`src/asc_pkg.sv`:
```
// Package with register map, field positions, reset values and timing constants of the converter control.
package asc_pkg;

    // ==========================================================================
    // Register indices; the byte address on the bus is four times the index.
    localparam logic [7:0]  IDX_MODE_CONTROL   = 8'h1c;
    localparam logic [7:0]  IDX_TIMING_CONTROL = 8'h1d;
    localparam logic [7:0]  IDX_RESULT_LOW     = 8'h1e;
    localparam logic [7:0]  IDX_RESULT_HIGH    = 8'h1f;
    localparam logic [7:0]  IDX_POWER_STATE    = 8'h20;
    localparam int          ADDR_W             = 12;

    // ==========================================================================
    // Field positions.
    localparam int          MC_START_BIT       = 7;
    localparam int          MC_MODE_LSB        = 5;
    localparam int          MC_AIN_DIS_BIT     = 4;
    localparam int          TC_LADDER_BIT      = 5;
    localparam int          TC_TIME_LSB        = 1;
    localparam int          RL_DONE_BIT        = 5;
    localparam int          RL_BUSY_BIT        = 4;

    // ==========================================================================
    // Reset values.
    localparam logic [7:0]  MODE_CONTROL_RST   = 8'h10;
    localparam logic [7:0]  TIMING_CONTROL_RST = 8'h00;
    localparam logic [9:0]  RESULT_RST         = 10'h000;

    // ==========================================================================
    // Operating modes.
    typedef enum logic [1:0] {
        ASC_MODE_OFF    = 2'b00,
        ASC_MODE_SOFT   = 2'b01,
        ASC_MODE_RSVD   = 2'b10,
        ASC_MODE_REPEAT = 2'b11
    } asc_mode_t;

    // ==========================================================================
    // Conversion lengths in high-frequency clock cycles.
    localparam logic [10:0] CONV_CYC_39        = 11'h027;
    localparam logic [10:0] CONV_CYC_78        = 11'h04e;
    localparam logic [10:0] CONV_CYC_156       = 11'h09c;
    localparam logic [10:0] CONV_CYC_312       = 11'h138;
    localparam logic [10:0] CONV_CYC_624       = 11'h270;
    localparam logic [10:0] CONV_CYC_1248      = 11'h4e0;

    // ==========================================================================
    // Analog side signals.
    typedef struct packed {
        logic       sample;
        logic [2:0] channel;
        logic       ladder_on;
        logic       input_disable;
    } asc_analog_ctl_t;

endpackage : asc_pkg

```
`src/asc_adc_ctrl.sv`:
```
// Converter control and result block with an AXI4-Lite register slave.
//
// The AXI4-Lite slave port was decided locally.
`timescale 1ns/10ps

// Overview of operation
// RULE1: Ladder connected only during conversion when clear, always when set.
// RULE2: Time code 000,010,011,100,101,110 gives 39,78,156,312,624,1248 clock cycles.
// RULE3: Software writes zero to timing bit 0 and one to bit 4.
// RULE4: Timing register bits 7 and 6 read as undefined.
// RULE5: Standby resets timing register and blocks writes until normal mode.
// RULE6: Software keeps conversion time at or above the analog minimum.
// RULE7: Ten-bit result: upper eight in high register, low two in bits 7..6.
// RULE8: Done flag at bit 5 reads 0 before and during, 1 after conversion.
// RULE9: Reading high result register clears the done flag.
// RULE10: Software reads low result register before the high one.
// RULE11: Busy flag set at start, cleared at finish and on standby.
// RULE12: Low result bits 3..0 return meaningless values.
// RULE13: Software mode: start bit begins one conversion of selected channel.
// RULE14: Completion stores result, sets done flag and raises interrupt together.
// RULE15: Start bit clears itself once the conversion begins.
// RULE16: Software does not set start again during a conversion.
// RULE17: Repeat mode: each completed conversion starts the next one.
// RULE18: Writing mode 00 stops at once and discards the running result.
// RULE19: A new start clears done; old result stays until new completion.
// RULE20: Standby during conversion aborts it and resets both control registers and results.
// RULE21: No automatic restart after standby; ladder disconnected in standby.
// RULE22: Mode 00 disabled, 01 software, 10 reserved, 11 repeat; start at bit 7.
// RULE23: Channel codes 0000 to 0111 select inputs 0 to 7, others reserved.
// RULE24: Software changes channel only while busy reads zero.
// RULE25: Conversion timed by counting selected cycles; completes on expiry.
module asc_adc_ctrl
    import asc_pkg::*;
(
    input  wire logic                  clock,
    input  wire logic                  nrst,
    input  wire logic [ADDR_W-1:0]     s_axi_awaddr,
    input  wire logic                  s_axi_awvalid,
    output logic                       s_axi_awready,
    input  wire logic [31:0]           s_axi_wdata,
    input  wire logic [3:0]            s_axi_wstrb,
    input  wire logic                  s_axi_wvalid,
    output logic                       s_axi_wready,
    output logic [1:0]                 s_axi_bresp,
    output logic                       s_axi_bvalid,
    input  wire logic                  s_axi_bready,
    input  wire logic [ADDR_W-1:0]     s_axi_araddr,
    input  wire logic                  s_axi_arvalid,
    output logic                       s_axi_arready,
    output logic [31:0]                s_axi_rdata,
    output logic [1:0]                 s_axi_rresp,
    output logic                       s_axi_rvalid,
    input  wire logic                  s_axi_rready,
    input  wire logic                  standby_req,
    input  wire logic                  comparator_out,
    input  wire logic [9:0]            sar_code,
    output asc_analog_ctl_t            analog_ctl,
    output logic                       conv_done_irq
);

    // ==========================================================================
    // Declarations.
    typedef enum logic [1:0] {
        ASC_ST_IDLE = 2'b00,
        ASC_ST_CONV = 2'b01,
        ASC_ST_DONE = 2'b10
    } asc_state_t;

    asc_state_t        state_r;
    logic [7:0]        mode_control_r;
    logic [7:0]        timing_control_r;
    logic [9:0]        result_r;
    logic              done_r;
    logic [10:0]       count_r;
    logic [1:0]        stby_sync_r;
    logic [9:0]        code_s1_r;
    logic [9:0]        code_s2_r;
    logic              cmp_s1_r;
    logic              cmp_s2_r;
    logic [3:0]        noise_r;
    logic              aw_held_r;
    logic              w_held_r;
    logic [ADDR_W-1:0] awaddr_r;
    logic [31:0]       wdata_r;
    logic [3:0]        wstrb_r;
    logic              standby;
    logic              wr_go;
    logic              rd_go;
    logic [7:0]        wr_idx;
    logic [7:0]        rd_idx;
    logic              wr_mode;
    logic              wr_time;
    logic              start_now;
    logic              finish_now;
    logic              rd_high;
    asc_mode_t         mode;
    logic [10:0]       conv_len;

    // ==========================================================================
    // Helper functions.
    function automatic logic [10:0] conv_cycles(input logic [2:0] code);
        case (code)
            3'b000:  conv_cycles = CONV_CYC_39;
            3'b010:  conv_cycles = CONV_CYC_78;
            3'b011:  conv_cycles = CONV_CYC_156;
            3'b100:  conv_cycles = CONV_CYC_312;
            3'b101:  conv_cycles = CONV_CYC_624;
            3'b110:  conv_cycles = CONV_CYC_1248;
            default: conv_cycles = CONV_CYC_1248;
        endcase
    endfunction : conv_cycles

    function automatic logic [7:0] word_index(input logic [ADDR_W-1:0] addr);
        word_index = addr[9:2];
    endfunction : word_index

    function automatic logic addr_ok(input logic [ADDR_W-1:0] addr);
        addr_ok = (addr[1:0] == 2'h0) && (addr[ADDR_W-1:10] == 2'h0);
    endfunction : addr_ok

    // ==========================================================================
    // Input synchronisers.
    always_ff @(posedge clock or negedge nrst) begin
        if (!nrst) begin
            stby_sync_r <= 2'h0;
            code_s1_r   <= 10'h000;
            code_s2_r   <= 10'h000;
            cmp_s1_r    <= 1'b0;
            cmp_s2_r    <= 1'b0;
        end else begin
            stby_sync_r <= {stby_sync_r[0], standby_req};
            code_s1_r   <= sar_code;
            code_s2_r   <= code_s1_r;
            cmp_s1_r    <= comparator_out;
            cmp_s2_r    <= cmp_s1_r;
        end
    end

    assign standby = stby_sync_r[1];

    // Free running pattern that fills the meaningless low status bits.
    always_ff @(posedge clock or negedge nrst) begin
        if (!nrst) begin
            noise_r <= 4'h0;
        end else begin
            noise_r <= {noise_r[2:0], cmp_s2_r ^ noise_r[3]}; // RULE12
        end
    end

    // ==========================================================================
    // Bus decode.
    assign wr_go     = aw_held_r && w_held_r && !s_axi_bvalid;
    assign rd_go     = s_axi_arvalid && s_axi_arready;
    assign wr_idx    = word_index(awaddr_r);
    assign rd_idx    = word_index(s_axi_araddr);
    assign wr_mode   = wr_go && addr_ok(awaddr_r) && (wr_idx == IDX_MODE_CONTROL) && wstrb_r[0] && !standby;
    assign wr_time   = wr_go && addr_ok(awaddr_r) && (wr_idx == IDX_TIMING_CONTROL) && wstrb_r[0] && !standby; // RULE5
    assign rd_high   = rd_go && addr_ok(s_axi_araddr) && (rd_idx == IDX_RESULT_HIGH);
    assign mode      = asc_mode_t'(mode_control_r[MC_MODE_LSB +: 2]);
    assign conv_len  = conv_cycles(timing_control_r[TC_TIME_LSB +: 3]); // RULE2
    assign start_now = (state_r != ASC_ST_CONV) && mode_control_r[MC_START_BIT]
                       && ((mode == ASC_MODE_SOFT) || (mode == ASC_MODE_REPEAT)) // RULE13 RULE22
                       && (mode_control_r[3] == 1'b0); // RULE23
    assign finish_now = (state_r == ASC_ST_CONV) && (count_r == 11'h001); // RULE25

    // ==========================================================================
    // AXI4-Lite write channel.
    always_ff @(posedge clock or negedge nrst) begin
        if (!nrst) begin
            aw_held_r     <= 1'b0;
            w_held_r      <= 1'b0;
            awaddr_r      <= '0;
            wdata_r       <= 32'h0000_0000;
            wstrb_r       <= 4'h0;
            s_axi_awready <= 1'b0;
            s_axi_wready  <= 1'b0;
            s_axi_bvalid  <= 1'b0;
            s_axi_bresp   <= 2'h0;
        end else begin
            s_axi_awready <= !aw_held_r && !s_axi_awready && s_axi_awvalid;
            s_axi_wready  <= !w_held_r && !s_axi_wready && s_axi_wvalid;
            if (s_axi_awvalid && s_axi_awready) begin
                aw_held_r <= 1'b1;
                awaddr_r  <= s_axi_awaddr;
            end
            if (s_axi_wvalid && s_axi_wready) begin
                w_held_r <= 1'b1;
                wdata_r  <= s_axi_wdata;
                wstrb_r  <= s_axi_wstrb;
            end
            if (wr_go) begin
                aw_held_r    <= 1'b0;
                w_held_r     <= 1'b0;
                s_axi_bvalid <= 1'b1;
                s_axi_bresp  <= (addr_ok(awaddr_r) && (wr_idx >= IDX_MODE_CONTROL)
                                 && (wr_idx <= IDX_POWER_STATE)) ? 2'h0 : 2'h2;
            end else if (s_axi_bvalid && s_axi_bready) begin
                s_axi_bvalid <= 1'b0;
            end
        end
    end

    // ==========================================================================
    // AXI4-Lite read channel.
    always_ff @(posedge clock or negedge nrst) begin
        if (!nrst) begin
            s_axi_arready <= 1'b0;
            s_axi_rvalid  <= 1'b0;
            s_axi_rdata   <= 32'h0000_0000;
            s_axi_rresp   <= 2'h0;
        end else begin
            s_axi_arready <= !s_axi_arready && !s_axi_rvalid && s_axi_arvalid;
            if (rd_go) begin
                s_axi_rvalid <= 1'b1;
                s_axi_rresp  <= 2'h0;
                s_axi_rdata  <= 32'h0000_0000;
                if (!addr_ok(s_axi_araddr)) begin
                    s_axi_rresp <= 2'h2;
                end else begin
                    case (rd_idx)
                        IDX_MODE_CONTROL:   s_axi_rdata[7:0] <= mode_control_r;
                        IDX_TIMING_CONTROL: s_axi_rdata[7:0] <= {noise_r[1:0], timing_control_r[5:0]}; // RULE4
                        IDX_RESULT_LOW: begin
                            s_axi_rdata[7:0] <= {result_r[1:0], done_r, state_r == ASC_ST_CONV, noise_r}; // RULE7 RULE8 RULE11 RULE12
                        end
                        IDX_RESULT_HIGH:    s_axi_rdata[7:0] <= result_r[9:2]; // RULE7
                        IDX_POWER_STATE:    s_axi_rdata[0]   <= standby;
                        default:            s_axi_rresp      <= 2'h2;
                    endcase
                end
            end else if (s_axi_rvalid && s_axi_rready) begin
                s_axi_rvalid <= 1'b0;
            end
        end
    end

    // ==========================================================================
    // Control registers.
    always_ff @(posedge clock or negedge nrst) begin
        if (!nrst) begin
            mode_control_r <= MODE_CONTROL_RST;
        end else if (standby) begin
            mode_control_r <= MODE_CONTROL_RST; // RULE20 RULE21
        end else if (wr_mode) begin
            mode_control_r <= wdata_r[7:0];
        end else if (start_now) begin
            mode_control_r[MC_START_BIT] <= 1'b0; // RULE15
        end
    end

    always_ff @(posedge clock or negedge nrst) begin
        if (!nrst) begin
            timing_control_r <= TIMING_CONTROL_RST;
        end else if (standby) begin
            timing_control_r <= TIMING_CONTROL_RST; // RULE5 RULE20
        end else if (wr_time) begin
            timing_control_r <= wdata_r[7:0];
        end
    end

    // ==========================================================================
    // Conversion sequencer.
    always_ff @(posedge clock or negedge nrst) begin
        if (!nrst) begin
            state_r <= ASC_ST_IDLE;
            count_r <= 11'h000;
        end else if (standby || (mode == ASC_MODE_OFF)) begin
            state_r <= ASC_ST_IDLE; // RULE18 RULE20 RULE11
            count_r <= 11'h000;
        end else begin
            case (state_r)
                ASC_ST_IDLE, ASC_ST_DONE: begin
                    if (start_now) begin
                        state_r <= ASC_ST_CONV; // RULE11
                        count_r <= conv_len; // RULE25
                    end
                end
                ASC_ST_CONV: begin
                    if (finish_now) begin
                        if (mode == ASC_MODE_REPEAT) begin
                            count_r <= conv_len; // RULE17
                        end else begin
                            state_r <= ASC_ST_DONE;
                            count_r <= 11'h000;
                        end
                    end else begin
                        count_r <= count_r - 11'h001;
                    end
                end
                default: begin
                    state_r <= ASC_ST_IDLE;
                    count_r <= 11'h000;
                end
            endcase
        end
    end

    // ==========================================================================
    // Result, done flag and interrupt.
    always_ff @(posedge clock or negedge nrst) begin
        if (!nrst) begin
            result_r      <= RESULT_RST;
            done_r        <= 1'b0;
            conv_done_irq <= 1'b0;
        end else if (standby) begin
            result_r      <= RESULT_RST; // RULE20
            done_r        <= 1'b0;
            conv_done_irq <= 1'b0;
        end else begin
            conv_done_irq <= 1'b0;
            if (finish_now && (mode != ASC_MODE_OFF)) begin
                result_r      <= code_s2_r; // RULE14 RULE18
                done_r        <= 1'b1; // RULE8 RULE14
                conv_done_irq <= 1'b1; // RULE14
            end else if (start_now || rd_high) begin
                done_r <= 1'b0; // RULE9 RULE19
            end
        end
    end

    // ==========================================================================
    // Analog side control.
    always_ff @(posedge clock or negedge nrst) begin
        if (!nrst) begin
            analog_ctl <= '0;
        end else begin
            analog_ctl.sample        <= (state_r == ASC_ST_CONV) && !standby;
            analog_ctl.channel       <= mode_control_r[2:0];
            analog_ctl.ladder_on     <= !standby && (timing_control_r[TC_LADDER_BIT]
                                        || (state_r == ASC_ST_CONV)); // RULE1 RULE21
            analog_ctl.input_disable <= mode_control_r[MC_AIN_DIS_BIT];
        end
    end

endmodule : asc_adc_ctrl

```
`config.mk`:
```
export PLATFORM = sky130hd
export DESIGN_NAME = asc_adc_ctrl
export DESIGN_NICKNAME = d
export VERILOG_FILES = /design/src/asc_pkg.sv /design/src/asc_adc_ctrl.sv
export SDC_FILE = /design/constraint.sdc
export NUM_CORES = 1
export LEC_CHECK = 0
export ABC_AREA = 1
export ABC_CLOCK_PERIOD_IN_PS = 1600
export BUFFER_PORTS_ARGS = -buffer_cell sky130_fd_sc_hd__buf_2
export CORE_MARGIN = 2
export CORE_UTILIZATION = 40
export CTS_BUF_LIST = sky130_fd_sc_hd__clkbuf_8 sky130_fd_sc_hd__clkbuf_16
export CTS_CLUSTER_DIAMETER = 50
export DETAILED_ROUTE_END_ITERATION = 8
export PLACE_DENSITY = 0.73
export SETUP_SLACK_MARGIN = 0.4
export SLEW_MARGIN = 20
export SYNTH_ARGS = -nofsm -noshare
export SYNTH_HDL_FRONTEND = slang
export SYNTH_SLANG_ARGS = --single-unit
```
`constraint.sdc`:
```
create_clock -name clock -period 1.6 [get_ports clock]
set_input_delay 0.08 -clock clock [delete_from_list [all_inputs] [get_ports clock]]
set_output_delay 0.08 -clock clock [all_outputs]
set_load 0.01 [all_outputs]
```
Word-level counts from Yosys, hierarchy flattened --
Index checks and enable logic that the tools add are counted.
Word-level totals: bits in registers 113, input bits 79, logic and storage cells 159
Operators by class: $add $sub $neg 1, order comparisons 2, equality and inequality tests 20, muxes and demuxes 38, bitwise operators 2, reduce and logical (&&, ||, !) cells 65
Operators with widths (count):
- $pmux 11 s5 | 1
- $eq 8x5->1 const B | 6
- $mux 11 | 4
- $logic_and 1x1->1 | 33
- $pmux 7 s4 | 1
- $pmux 11 s2 | 1
- $mux 10 | 2
- $mux 8 | 2
- $reduce_bool 2->1 | 8
- $mux 1 | 15
- $mux 2 | 7
- $logic_not 2->1 | 6
- $mux 6 | 2
- $eq 11x1->1 const B | 1
- $sub 11x1->11 const B | 1
- $ne 3x3->1 const B | 3
- $eq 8x6->1 const B | 1
- $ge 8x5->1 const B | 1
- $le 8x6->1 const B | 1
- $logic_not 1->1 | 8
- $mux 7 | 1
- $eq 3x2->1 const B | 2
- $eq 3x3->1 const B | 2
- $reduce_bool 3->1 | 2
- 12 further kinds | 17

Longest topological paths before layout --
Gate-level depths: netlist of the first run.
depth in word-level cells 8, depth in mapped cells 11, depth with buffers taken out 11

Least setup slack after synthesis of the first run --
OpenSTA, ideal clock, no wires.
path type register to register, start point reg count_r[1], end point reg result_r[3], library setup time 0.121 ns, data arrival time 1.331 ns, slack 0.148 ns, cell stages (with the launch flop) 10, cells stage by stage dfrtp_1 > inv_1 > ha_1 > nand2_1 > nor2_4 > nand2_4 > nor2_4 > nand2_2 > nand2_4 > o21ai_1
Between the ends: word-level cells in the longest chain between the ends 4
RTL lines:
- start: declaration | line asc_adc_ctrl.sv:74 | logic [10:0] count_r;
- start signal: assignment | line asc_adc_ctrl.sv:275 | count_r <= conv_len;
- start signal: assignment | line asc_adc_ctrl.sv:281 | count_r <= conv_len;
- start signal: assignment | line asc_adc_ctrl.sv:287 | count_r <= count_r - 11'h001;
- $eq 11x1->1 | line asc_adc_ctrl.sv:164 | assign finish_now = (state_r == ASC_ST_CONV) && (count_r == 11'h001);
- $logic_and 1x1->1 | line asc_adc_ctrl.sv:164
- $logic_and 1x1->1 | line asc_adc_ctrl.sv:311 | if (finish_now && (mode != ASC_MODE_OFF)) begin
- $reduce_bool 2->1 (no source line)
- end signal: assignment | line asc_adc_ctrl.sv:312 | result_r <= code_s2_r;
- end: declaration | line asc_adc_ctrl.sv:72 | logic [9:0] result_r;
Every way passes these cells. A chain may end at the register's enable or synchronous reset.

Worst setup path in the final report of the first run --
start point reg count_r[10], end point reg result_r[3]
The elaborated chain is that of the path after synthesis.

==> results of run 1 <==
==> metrics by stage <==
| step | hold slack, ps | area (sq um) | setup WS, ps |
|---|---|---|---|
| 3_5_place_dp | 86.8 | 5890 | 77.1 |
| 4_1_cts | 138 | 6950 | 135 |
| 6_report | 97.1 | 7110 | 113 |
| 2_1_floorplan | -216 | 5340 | 188 |
| 5_1_grt | 108 | 7110 | -18.5 |
| 3_3_place_gp | 81.2 | 5890 | 92.5 |
==> worst min-delay path by stage <==
stage / from / to / slack [ps]
final: s_axi_araddr[0] / s_axi_rresp[1] / 100
after global routing: s_axi_araddr[0] / s_axi_rresp[1] / 110
after CTS: s_axi_araddr[10] / s_axi_rresp[1] / 140
after detailed placement: nrst / count_r[6] / 90
after global placement: nrst / count_r[6] / 80
after floorplan: nrst / analog_ctl[0] / -220
==> critical path, delay by kind of cell (launching register included) <==
kind | cells | cell delay, ps
AOI/OAI and AO/OA | 1 | 70
buffers and inverters | 1 | 150
DFF | 1 | 430
and+or+nand+nor | 6 | 770
==> cells in the mapped netlist, types with 3 or more instances <==
library cell                 n
sky130_fd_sc_hd__clkbuf_1    3
sky130_fd_sc_hd__o21ai_0    43
sky130_fd_sc_hd__nand2_1   208
sky130_fd_sc_hd__nor3b_1     3
sky130_fd_sc_hd__nor3_1      6
sky130_fd_sc_hd__nor2_1     35
sky130_fd_sc_hd__nor2_4      5
sky130_fd_sc_hd__a21oi_1     5
sky130_fd_sc_hd__buf_2       3
sky130_fd_sc_hd__nor2_2      3
sky130_fd_sc_hd__o21ai_1     3
sky130_fd_sc_hd__o21ai_2     6
sky130_fd_sc_hd__inv_2       4
sky130_fd_sc_hd__nor3_2      4
sky130_fd_sc_hd__buf_4      29
sky130_fd_sc_hd__inv_1      49
sky130_fd_sc_hd__dfrtp_1   110
sky130_fd_sc_hd__nand4_1     8
sky130_fd_sc_hd__nand2_2     4
sky130_fd_sc_hd__xor2_1      4
sky130_fd_sc_hd__nand3_1    57
==> sequential cells by signal, indices dropped and copies added, names as in the netlist, 2 cells and up <==
| name | flops |
|---|---|
| stby_sync_r | 2 |
| state_r | 2 |
| code_s2_r | 10 |
| noise_r | 4 |
| wdata_r | 8 |
| count_r | 11 |
| analog_ctl | 6 |
| awaddr_r | 12 |
| result_r | 10 |
| timing_control_r | 6 |
| code_s1_r | 10 |
| s_axi_rdata | 8 |
| mode_control_r | 8 |
==> area by class of cell <==
cell class	count	area share, %
multi-input cells	436	31.7
repair buffers	172	18.9
inverters	55	3.01
flip-flops and latches	111	39.1
clock inverters	6	0.985
well taps	172	3.02
clock buffers	10	3.36
==> what timing repair did <==
item	in CTS	in global routing
hold buffers	39	0
setup endpoints to repair	43	52
setup buffers	23	10
pin swaps	13	16
resized for setup	38	32
gates cloned	3	0
hold endpoints to repair	71	0
==> power groups by stage <==
stage | combinational [uW] | sequential, uW | clock [uW]
2_1_floorplan | 779 | 3540 | 0
3_3_place_gp | 1080 | 3600 | 0
3_5_place_dp | 1110 | 3610 | 0
4_1_cts | 1220 | 3560 | 2320
5_1_grt | 1460 | 3620 | 2440
6_report | 1270 | 3560 | 2260
==> kinds of logic after synthesis <==
logic type / Yosys count / synth area share (%)
AND/OR/NAND/NOR: 338 / 28.9
flip-flops: 111 / 53.6
buffers and inverters: 93 / 9.24
AO/OA/AOI/OAI: 65 / 7.09
XOR/XNOR: 4 / 0.675
adder cells (fa/ha/maj): 2 / 0.482
other: 1 / 0.0723
==> per-layer routing <==
metal | part of all wire (%) | GRT usage, % | vias to the layer above | routed length (microns)
met5 | 0 | 0 | - | 0
met4 | 1.9 | 5.87 | 0 | 231
met3 | 4.7 | 3.83 | 30 | 585
met2 | 51 | 32.9 | 141 | 6400
met1 | 42 | 23.0 | 2180 | 5250
li1 | - | - | 2252 | -
==> summary.txt, run 1 <==
critical path startpoint category: flop
Lkg Pwr: 0.00363 uW
endpoint arrival time on the critical path: 1770 ps
hold path depth: 4
share of async-settable or async-resettable flops after synthesis: 100%
Critical Path RT: 1890 ps
Yosys top cell area share: 53.1%
worst reg-to-reg setup slack: 110 ps
Antenna Nets Post-Route: 0
pin count of the biggest net entering global routing: 37
signed area change from the synthesized netlist to the final layout: 37.1%
crit-path most repeated cell: sky130_fd_sc_hd__nand2_4
minimum clock period after layout: 1490 ps
Chip Height: 118 microns
worst-case clock buffer depth: 2
starting utilization of the core area: 41.1%
layout cells sized above 1: 28.5%
slowest library cell on the worst path: sky130_fd_sc_hd__dfrtp_1
HPWL after detailed placement: 8.30 mm
RSZ-0062 raised after global routing: yes
Clock power frac: 31.9%
via count normalized by instance count: 4.78
Finished Layout Cells: 962
number of pins exceeding their max-slew limit in the final report: 0
Starting DRT DRC Count: 302
Global Route Usage Sum: 18.7%
placed insts: 871
insertion delay to the later sink of the worst-skew pair: 360 ps
number of remaining DRC errors: 0
path category of the worst min-delay check: in -> reg
number of rows in the core area: 41
number of synthesis warnings: 0
total power: 7080 uW
Final setup viols: 0
cell chain of the critical path: nor2_1 > nand2_4 > nor2_4 > nand2_4 > nor3_4 > buf_12 > nand2_1 > o21ai_1
vias post-DR: 4603
part of the Yosys area used for sequential elements: 53.6%
power share of the combinational group: 17.9%
initial antenna violation count: 0
sequential group share of total power: 50.2%
Hold Fails Final Rpt: 0
Max H-tree Level: 3
Avg WL per Cell: 13.0 microns
share of the cycle needed by the critical path after routing: 92.9%
Worst setup endpoint: result_r[3]
Inserted Diodes: 0
first-pass GRT wire length: 21.2 mm
flip-flop cell with the highest count after synthesis: sky130_fd_sc_hd__dfrtp_1
number of CTS-inserted buffers: 9
Seq cells post-synth: 111
total I/O pin count: 127
critical path launch point: count_r[10]
cell taking the most area after synthesis: sky130_fd_sc_hd__dfrtp_1
global route total overflow: 0
highest fanout seen on the critical path: 11
number of enable-type register cells in the synthesized netlist: 0
final core area utilization: 56.4%
placer's final routability congestion estimate: 0.878
filler cell count in the final layout: 1128
maximum resistive drop on vdd: 0.672 mV
Pwr Density: 996 mW/mm^2
reported max-cap violation count: 0
TritonCTS Sinks: 111
transition time of the tightest slew-check pin: 504 ps
cell-internal power: 4910 uW
peak clock frequency supported by timing: 0.673 GHz
Worst Setup End Kind: flop
distinct cell type count of the synthesized netlist: 38
die area: 0.0139 sq mm
routed wire length: 12.5 mm
P_sw: 2170 uW
maximum single-stage delay on the critical path: 430 ps
Final #Nets: 866
FF-to-FF Start: count_r[10]
1st-pass router iterations: 9
most frequent cells in the layout: sky130_fd_sc_hd__nand2_1 (195), sky130_fd_sc_hd__dfrtp_1 (107), sky130_fd_sc_hd__buf_2 (72), sky130_fd_sc_hd__nand3_1 (52), sky130_fd_sc_hd__buf_4 (46)
switching share of total power: 30.6%
storage element area: 0.00278 sq mm
normalized max-slew margin: 66.4%
count of cells along the worst register-to-register path: 8
Setup Total Neg Slack: 0 ps
area occupied by multi-input gates: 0.00225 sq mm
Cell Area, Synth: 0.00519 sq mm
TritonCTS clock tree: built
clock-pin transition on the worst setup and hold timing paths: 80 ps
instance count of the mapped netlist: 614
run status: complete, no violations
CTS root buf: sky130_fd_sc_hd__clkbuf_16
leading cell types by total area after synthesis: sky130_fd_sc_hd__dfrtp_1 (53%), sky130_fd_sc_hd__nand2_1 (15%), sky130_fd_sc_hd__nand3_1 (5.5%), sky130_fd_sc_hd__buf_4 (4.2%), sky130_fd_sc_hd__o21ai_0 (4.1%)
most common cell after layout, fill and taps aside: sky130_fd_sc_hd__nand2_1
R2R Path End: result_r[3]
width of the die: 118 microns
Worst Path Class, Setup: reg -> reg
final setup skew: 12.6 ps
Mean Syn Cell Area: 8.45 sq um
number of buffers inserted by port buffering: 73
number of global-route vias before repair: 4593
core footprint: 0.0126 sq mm
Note: power is estimated with default switching activity, not from simulation.
==> run 2, diff against run 1 <==
Settings changed: ABC_AREA 1 to not set.
==> run 2 against run 1 <==
The run now ends with setup timing left. Critical path depth is 2 lower. Non-clock buffer count increased by 26. Area after synthesis fell by 3.2%. Clock-buffer cell count is 1 lower. Clock power rose by 12%. Hold slack worse by 96 ps. First-iteration DRC count decreased by 9.6%. Critical endpoint is now count_r[2].
==> summary.txt, run 2 <==
global route total overflow: 0
Worst Setup End Kind: flop
Chip Height: 116 microns
total I/O pin count: 127
layout cells sized above 1: 46.2%
reported max-cap violation count: 0
number of rows in the core area: 40
peak clock frequency supported by timing: 0.604 GHz
die area: 0.0135 sq mm
number of enable-type register cells in the synthesized netlist: 0
number of synthesis warnings: 0
1st-pass router iterations: 5
share of the cycle needed by the critical path after routing: 104%
Clock power frac: 33.7%
fraction of synthesized area in multiplexers: 9.32%
Hold Fails Final Rpt: 0
commonest cells in the synthesized netlist: sky130_fd_sc_hd__dfrtp_1 (110), sky130_fd_sc_hd__buf_4 (26), sky130_fd_sc_hd__nor2_1 (26)
HPWL after detailed placement: 8.65 mm
Final setup viols: 19
normalized max-slew margin: 56.7%
instance count of the mapped netlist: 430
Lkg Pwr: 0.00331 uW
Synth Area in Compound Gates: 13.4%
number of buffers inserted by port buffering: 73
power share of the combinational group: 18.8%
slowest library cell on the worst path: sky130_fd_sc_hd__dfrtp_1
core footprint: 0.0121 sq mm
routed wire length: 13.7 mm
switching share of total power: 29.4%
hold path depth: 3
post-placement setup slack: -83.0 ps
count of cells along the worst register-to-register path: 6
Pwr Density: 1020 mW/mm^2
first-pass GRT wire length: 21.6 mm
highest fanout seen on the critical path: 3
initial antenna violation count: 0
final setup skew: 7.93 ps
minimum clock period after layout: 1660 ps
most frequent cells in the layout: sky130_fd_sc_hd__dfrtp_1 (105), sky130_fd_sc_hd__buf_2 (73), sky130_fd_sc_hd__buf_4 (72), sky130_fd_sc_hd__dlygate4sd3_1 (36), sky130_fd_sc_hd__conb_1 (26)
Starting DRT DRC Count: 273
register with the most flip-flops: awaddr_r
leading cell types by total area after synthesis: sky130_fd_sc_hd__dfrtp_1 (55%), sky130_fd_sc_hd__mux2_2 (4.9%), sky130_fd_sc_hd__buf_4 (3.9%), sky130_fd_sc_hd__mux4_2 (3.6%), sky130_fd_sc_hd__a22o_1 (3.0%)
Max H-tree Level: 3
most common cell after layout, fill and taps aside: sky130_fd_sc_hd__dfrtp_1
share of async-settable or async-resettable flops after synthesis: 100%
Mean Syn Cell Area: 11.7 sq um
RSZ-0062 raised after global routing: yes
part of the Yosys area used for sequential elements: 55.3%
maximum resistive drop on vdd: 1.06 mV
endpoint arrival time on the critical path: 1900 ps
Seq cells post-synth: 111
number of CTS-inserted buffers: 9
maximum single-stage delay on the critical path: 390 ps
main combinational cell family by area after synthesis: simple AND/OR/NAND/NOR gates
signed area change from the synthesized netlist to the final layout: 46.6%
P_sw: 2200 uW
critical path startpoint category: flop
Antenna Nets Post-Route: 0
insertion delay to the later sink of the worst-skew pair: 360 ps
cell taking the most area after synthesis: sky130_fd_sc_hd__dfrtp_1
Yosys top cell area share: 54.8%
Adder-Cell Fraction of Synth Area: 0.498%
max FFs per register: 12
Setup Total Neg Slack: -522 ps
TritonCTS clock tree: built
most common cell in the synthesized netlist: sky130_fd_sc_hd__dfrtp_1
Worst Path Class, Setup: reg -> reg
violations in the final reports: setup timing
number of remaining DRC errors: 0
clock-pin transition on the worst setup and hold timing paths: 80 ps
cell chain of the critical path: inv_2 > ha_4 > nor2b_4 > nand4_4 > mux2_2 > a221o_1
Global Route Usage Sum: 20.9%
slack of the critical path: -56.6 ps
width of the die: 116 microns
Final #Nets: 697
Inserted Diodes: 0
via count normalized by instance count: 5.37
cell-internal power: 5280 uW
Cell Area, Synth: 0.00502 sq mm
pin count of the biggest net entering global routing: 48
sequential group share of total power: 47.5%
CTS root buf: sky130_fd_sc_hd__clkbuf_16
vias post-DR: 4235
worst-case clock buffer depth: 2
path category of the worst min-delay check: in -> reg
number of global-route vias before repair: 4147
run status: finished with violations
flip-flop cell with the highest count after synthesis: sky130_fd_sc_hd__dfrtp_1
transition time of the tightest slew-check pin: 649 ps
Critical Path RT: 1840 ps
distinct cell type count of the synthesized netlist: 61
Regs by FF count: awaddr_r: 12 flops, count_r: 11 flops
TritonCTS Sinks: 111
Avg WL per Cell: 17.3 microns
xor and xnor area share after synthesis: 0.698%
Synth Area in Simple Gates: 14.3%
placer's final routability congestion estimate: 0.844
starting utilization of the core area: 41.5%
Fin Hold WS: 0.704 ps
number of pins exceeding their max-slew limit in the final report: 0
[run 2: changes by cell type after synthesis, sizes merged, moves of 6 or more]
cell and change:
nand2 -191, mux2 +22, o21ai -44, nand4 +6
a22o +17, nor2b +6, mux4 +8, nor2 -17
inv -44, nor4 +6, a21oi +19, clkbuf +16
o31ai +12, nand3 -49
[run 2: power by group through the flow]
stage,logic [uW],registers (uW),clock network (uW)
floorplan,802,3520,0
global placement,1090,3570,0
detailed placement,1130,3590,0
CTS,1360,3550,2530
global route,1540,3620,2640
finish,1410,3560,2520
[run 2: metal layers]
layer	wire (microns)	up-vias	GRT usage, %
li1	-	1932	-
met1	5520	2142	25.9
met2	7250	134	36.6
met3	591	27	3.87
met4	280	0	7.38
met5	0	-	0
[run 2: what timing repair did]
item | 4_1_cts | 5_1_grt
endpoints found under the hold margin | 145 | 0
buffers inserted | 23 | 8
hold buffers | 36 | 0
gates cloned | 2 | 0
gates resized for setup | 69 | 19
pin swaps | 20 | 11
endpoints found under the setup margin | 69 | 49
[run 2: final cells by class]
| type | instances | area (sq um) |
|---|---|---|
| clock buffers | 9 | 225 |
| clock inverters | 7 | 114 |
| flip-flops and latches | 111 | 2790 |
| repair buffers | 198 | 1480 |
| multi-input cells | 286 | 2510 |
| inverters | 10 | 37.5 |
| well taps | 168 | 210 |
| fillers | 934 | 4750 |
[run 2: worst paths after layout]
check | startpoint | to | slack (ps)
worst max-delay path | count_r[1] | count_r[2] | -60
worst min-delay path | s_axi_wvalid | w_held_r | 0.7
worst max register to register | count_r[1] | count_r[2] | -60
worst min register to register | code_s1_r[8] | code_s2_r[8] | 350
max in group asynchronous | nrst | mode_control_r[4] | 850
min in group asynchronous | nrst | code_s1_r[3] | 150
[run 2: cell families after synthesis]
group	after synthesis
and+or+nand+nor	125
muxes	34
adders and majority gates	2
other	1
DFF	111
AOI/OAI and AO/OA	94
buffers and inverters	59
xor gates and xnor gates	4
[run 2: metrics by stage]
stage / util, % / power (uW) / cells / instance area [sq um]
final: 60.8 / 7490 / 789 / 7360
after global routing: 60.8 / 7800 / 789 / 7360
after CTS: 59.5 / 7430 / 781 / 7210
after detailed placement: 49.6 / 4730 / 704 / 6010
after global placement: 49.6 / 4660 / 704 / 6010
after floorplan: - / 4320 / 455 / 5360
[run 2: critical path: cells and delay by family, from the launching register on]
family | cells | cell delay (ps)
flip-flops | 1 | 390
AND/OR/NAND/NOR | 2 | 290
multiplexers | 1 | 290
AO/OA/AOI/OAI | 1 | 290
adder cells (fa/ha/maj) | 1 | 160
buffers and inverters | 1 | 110
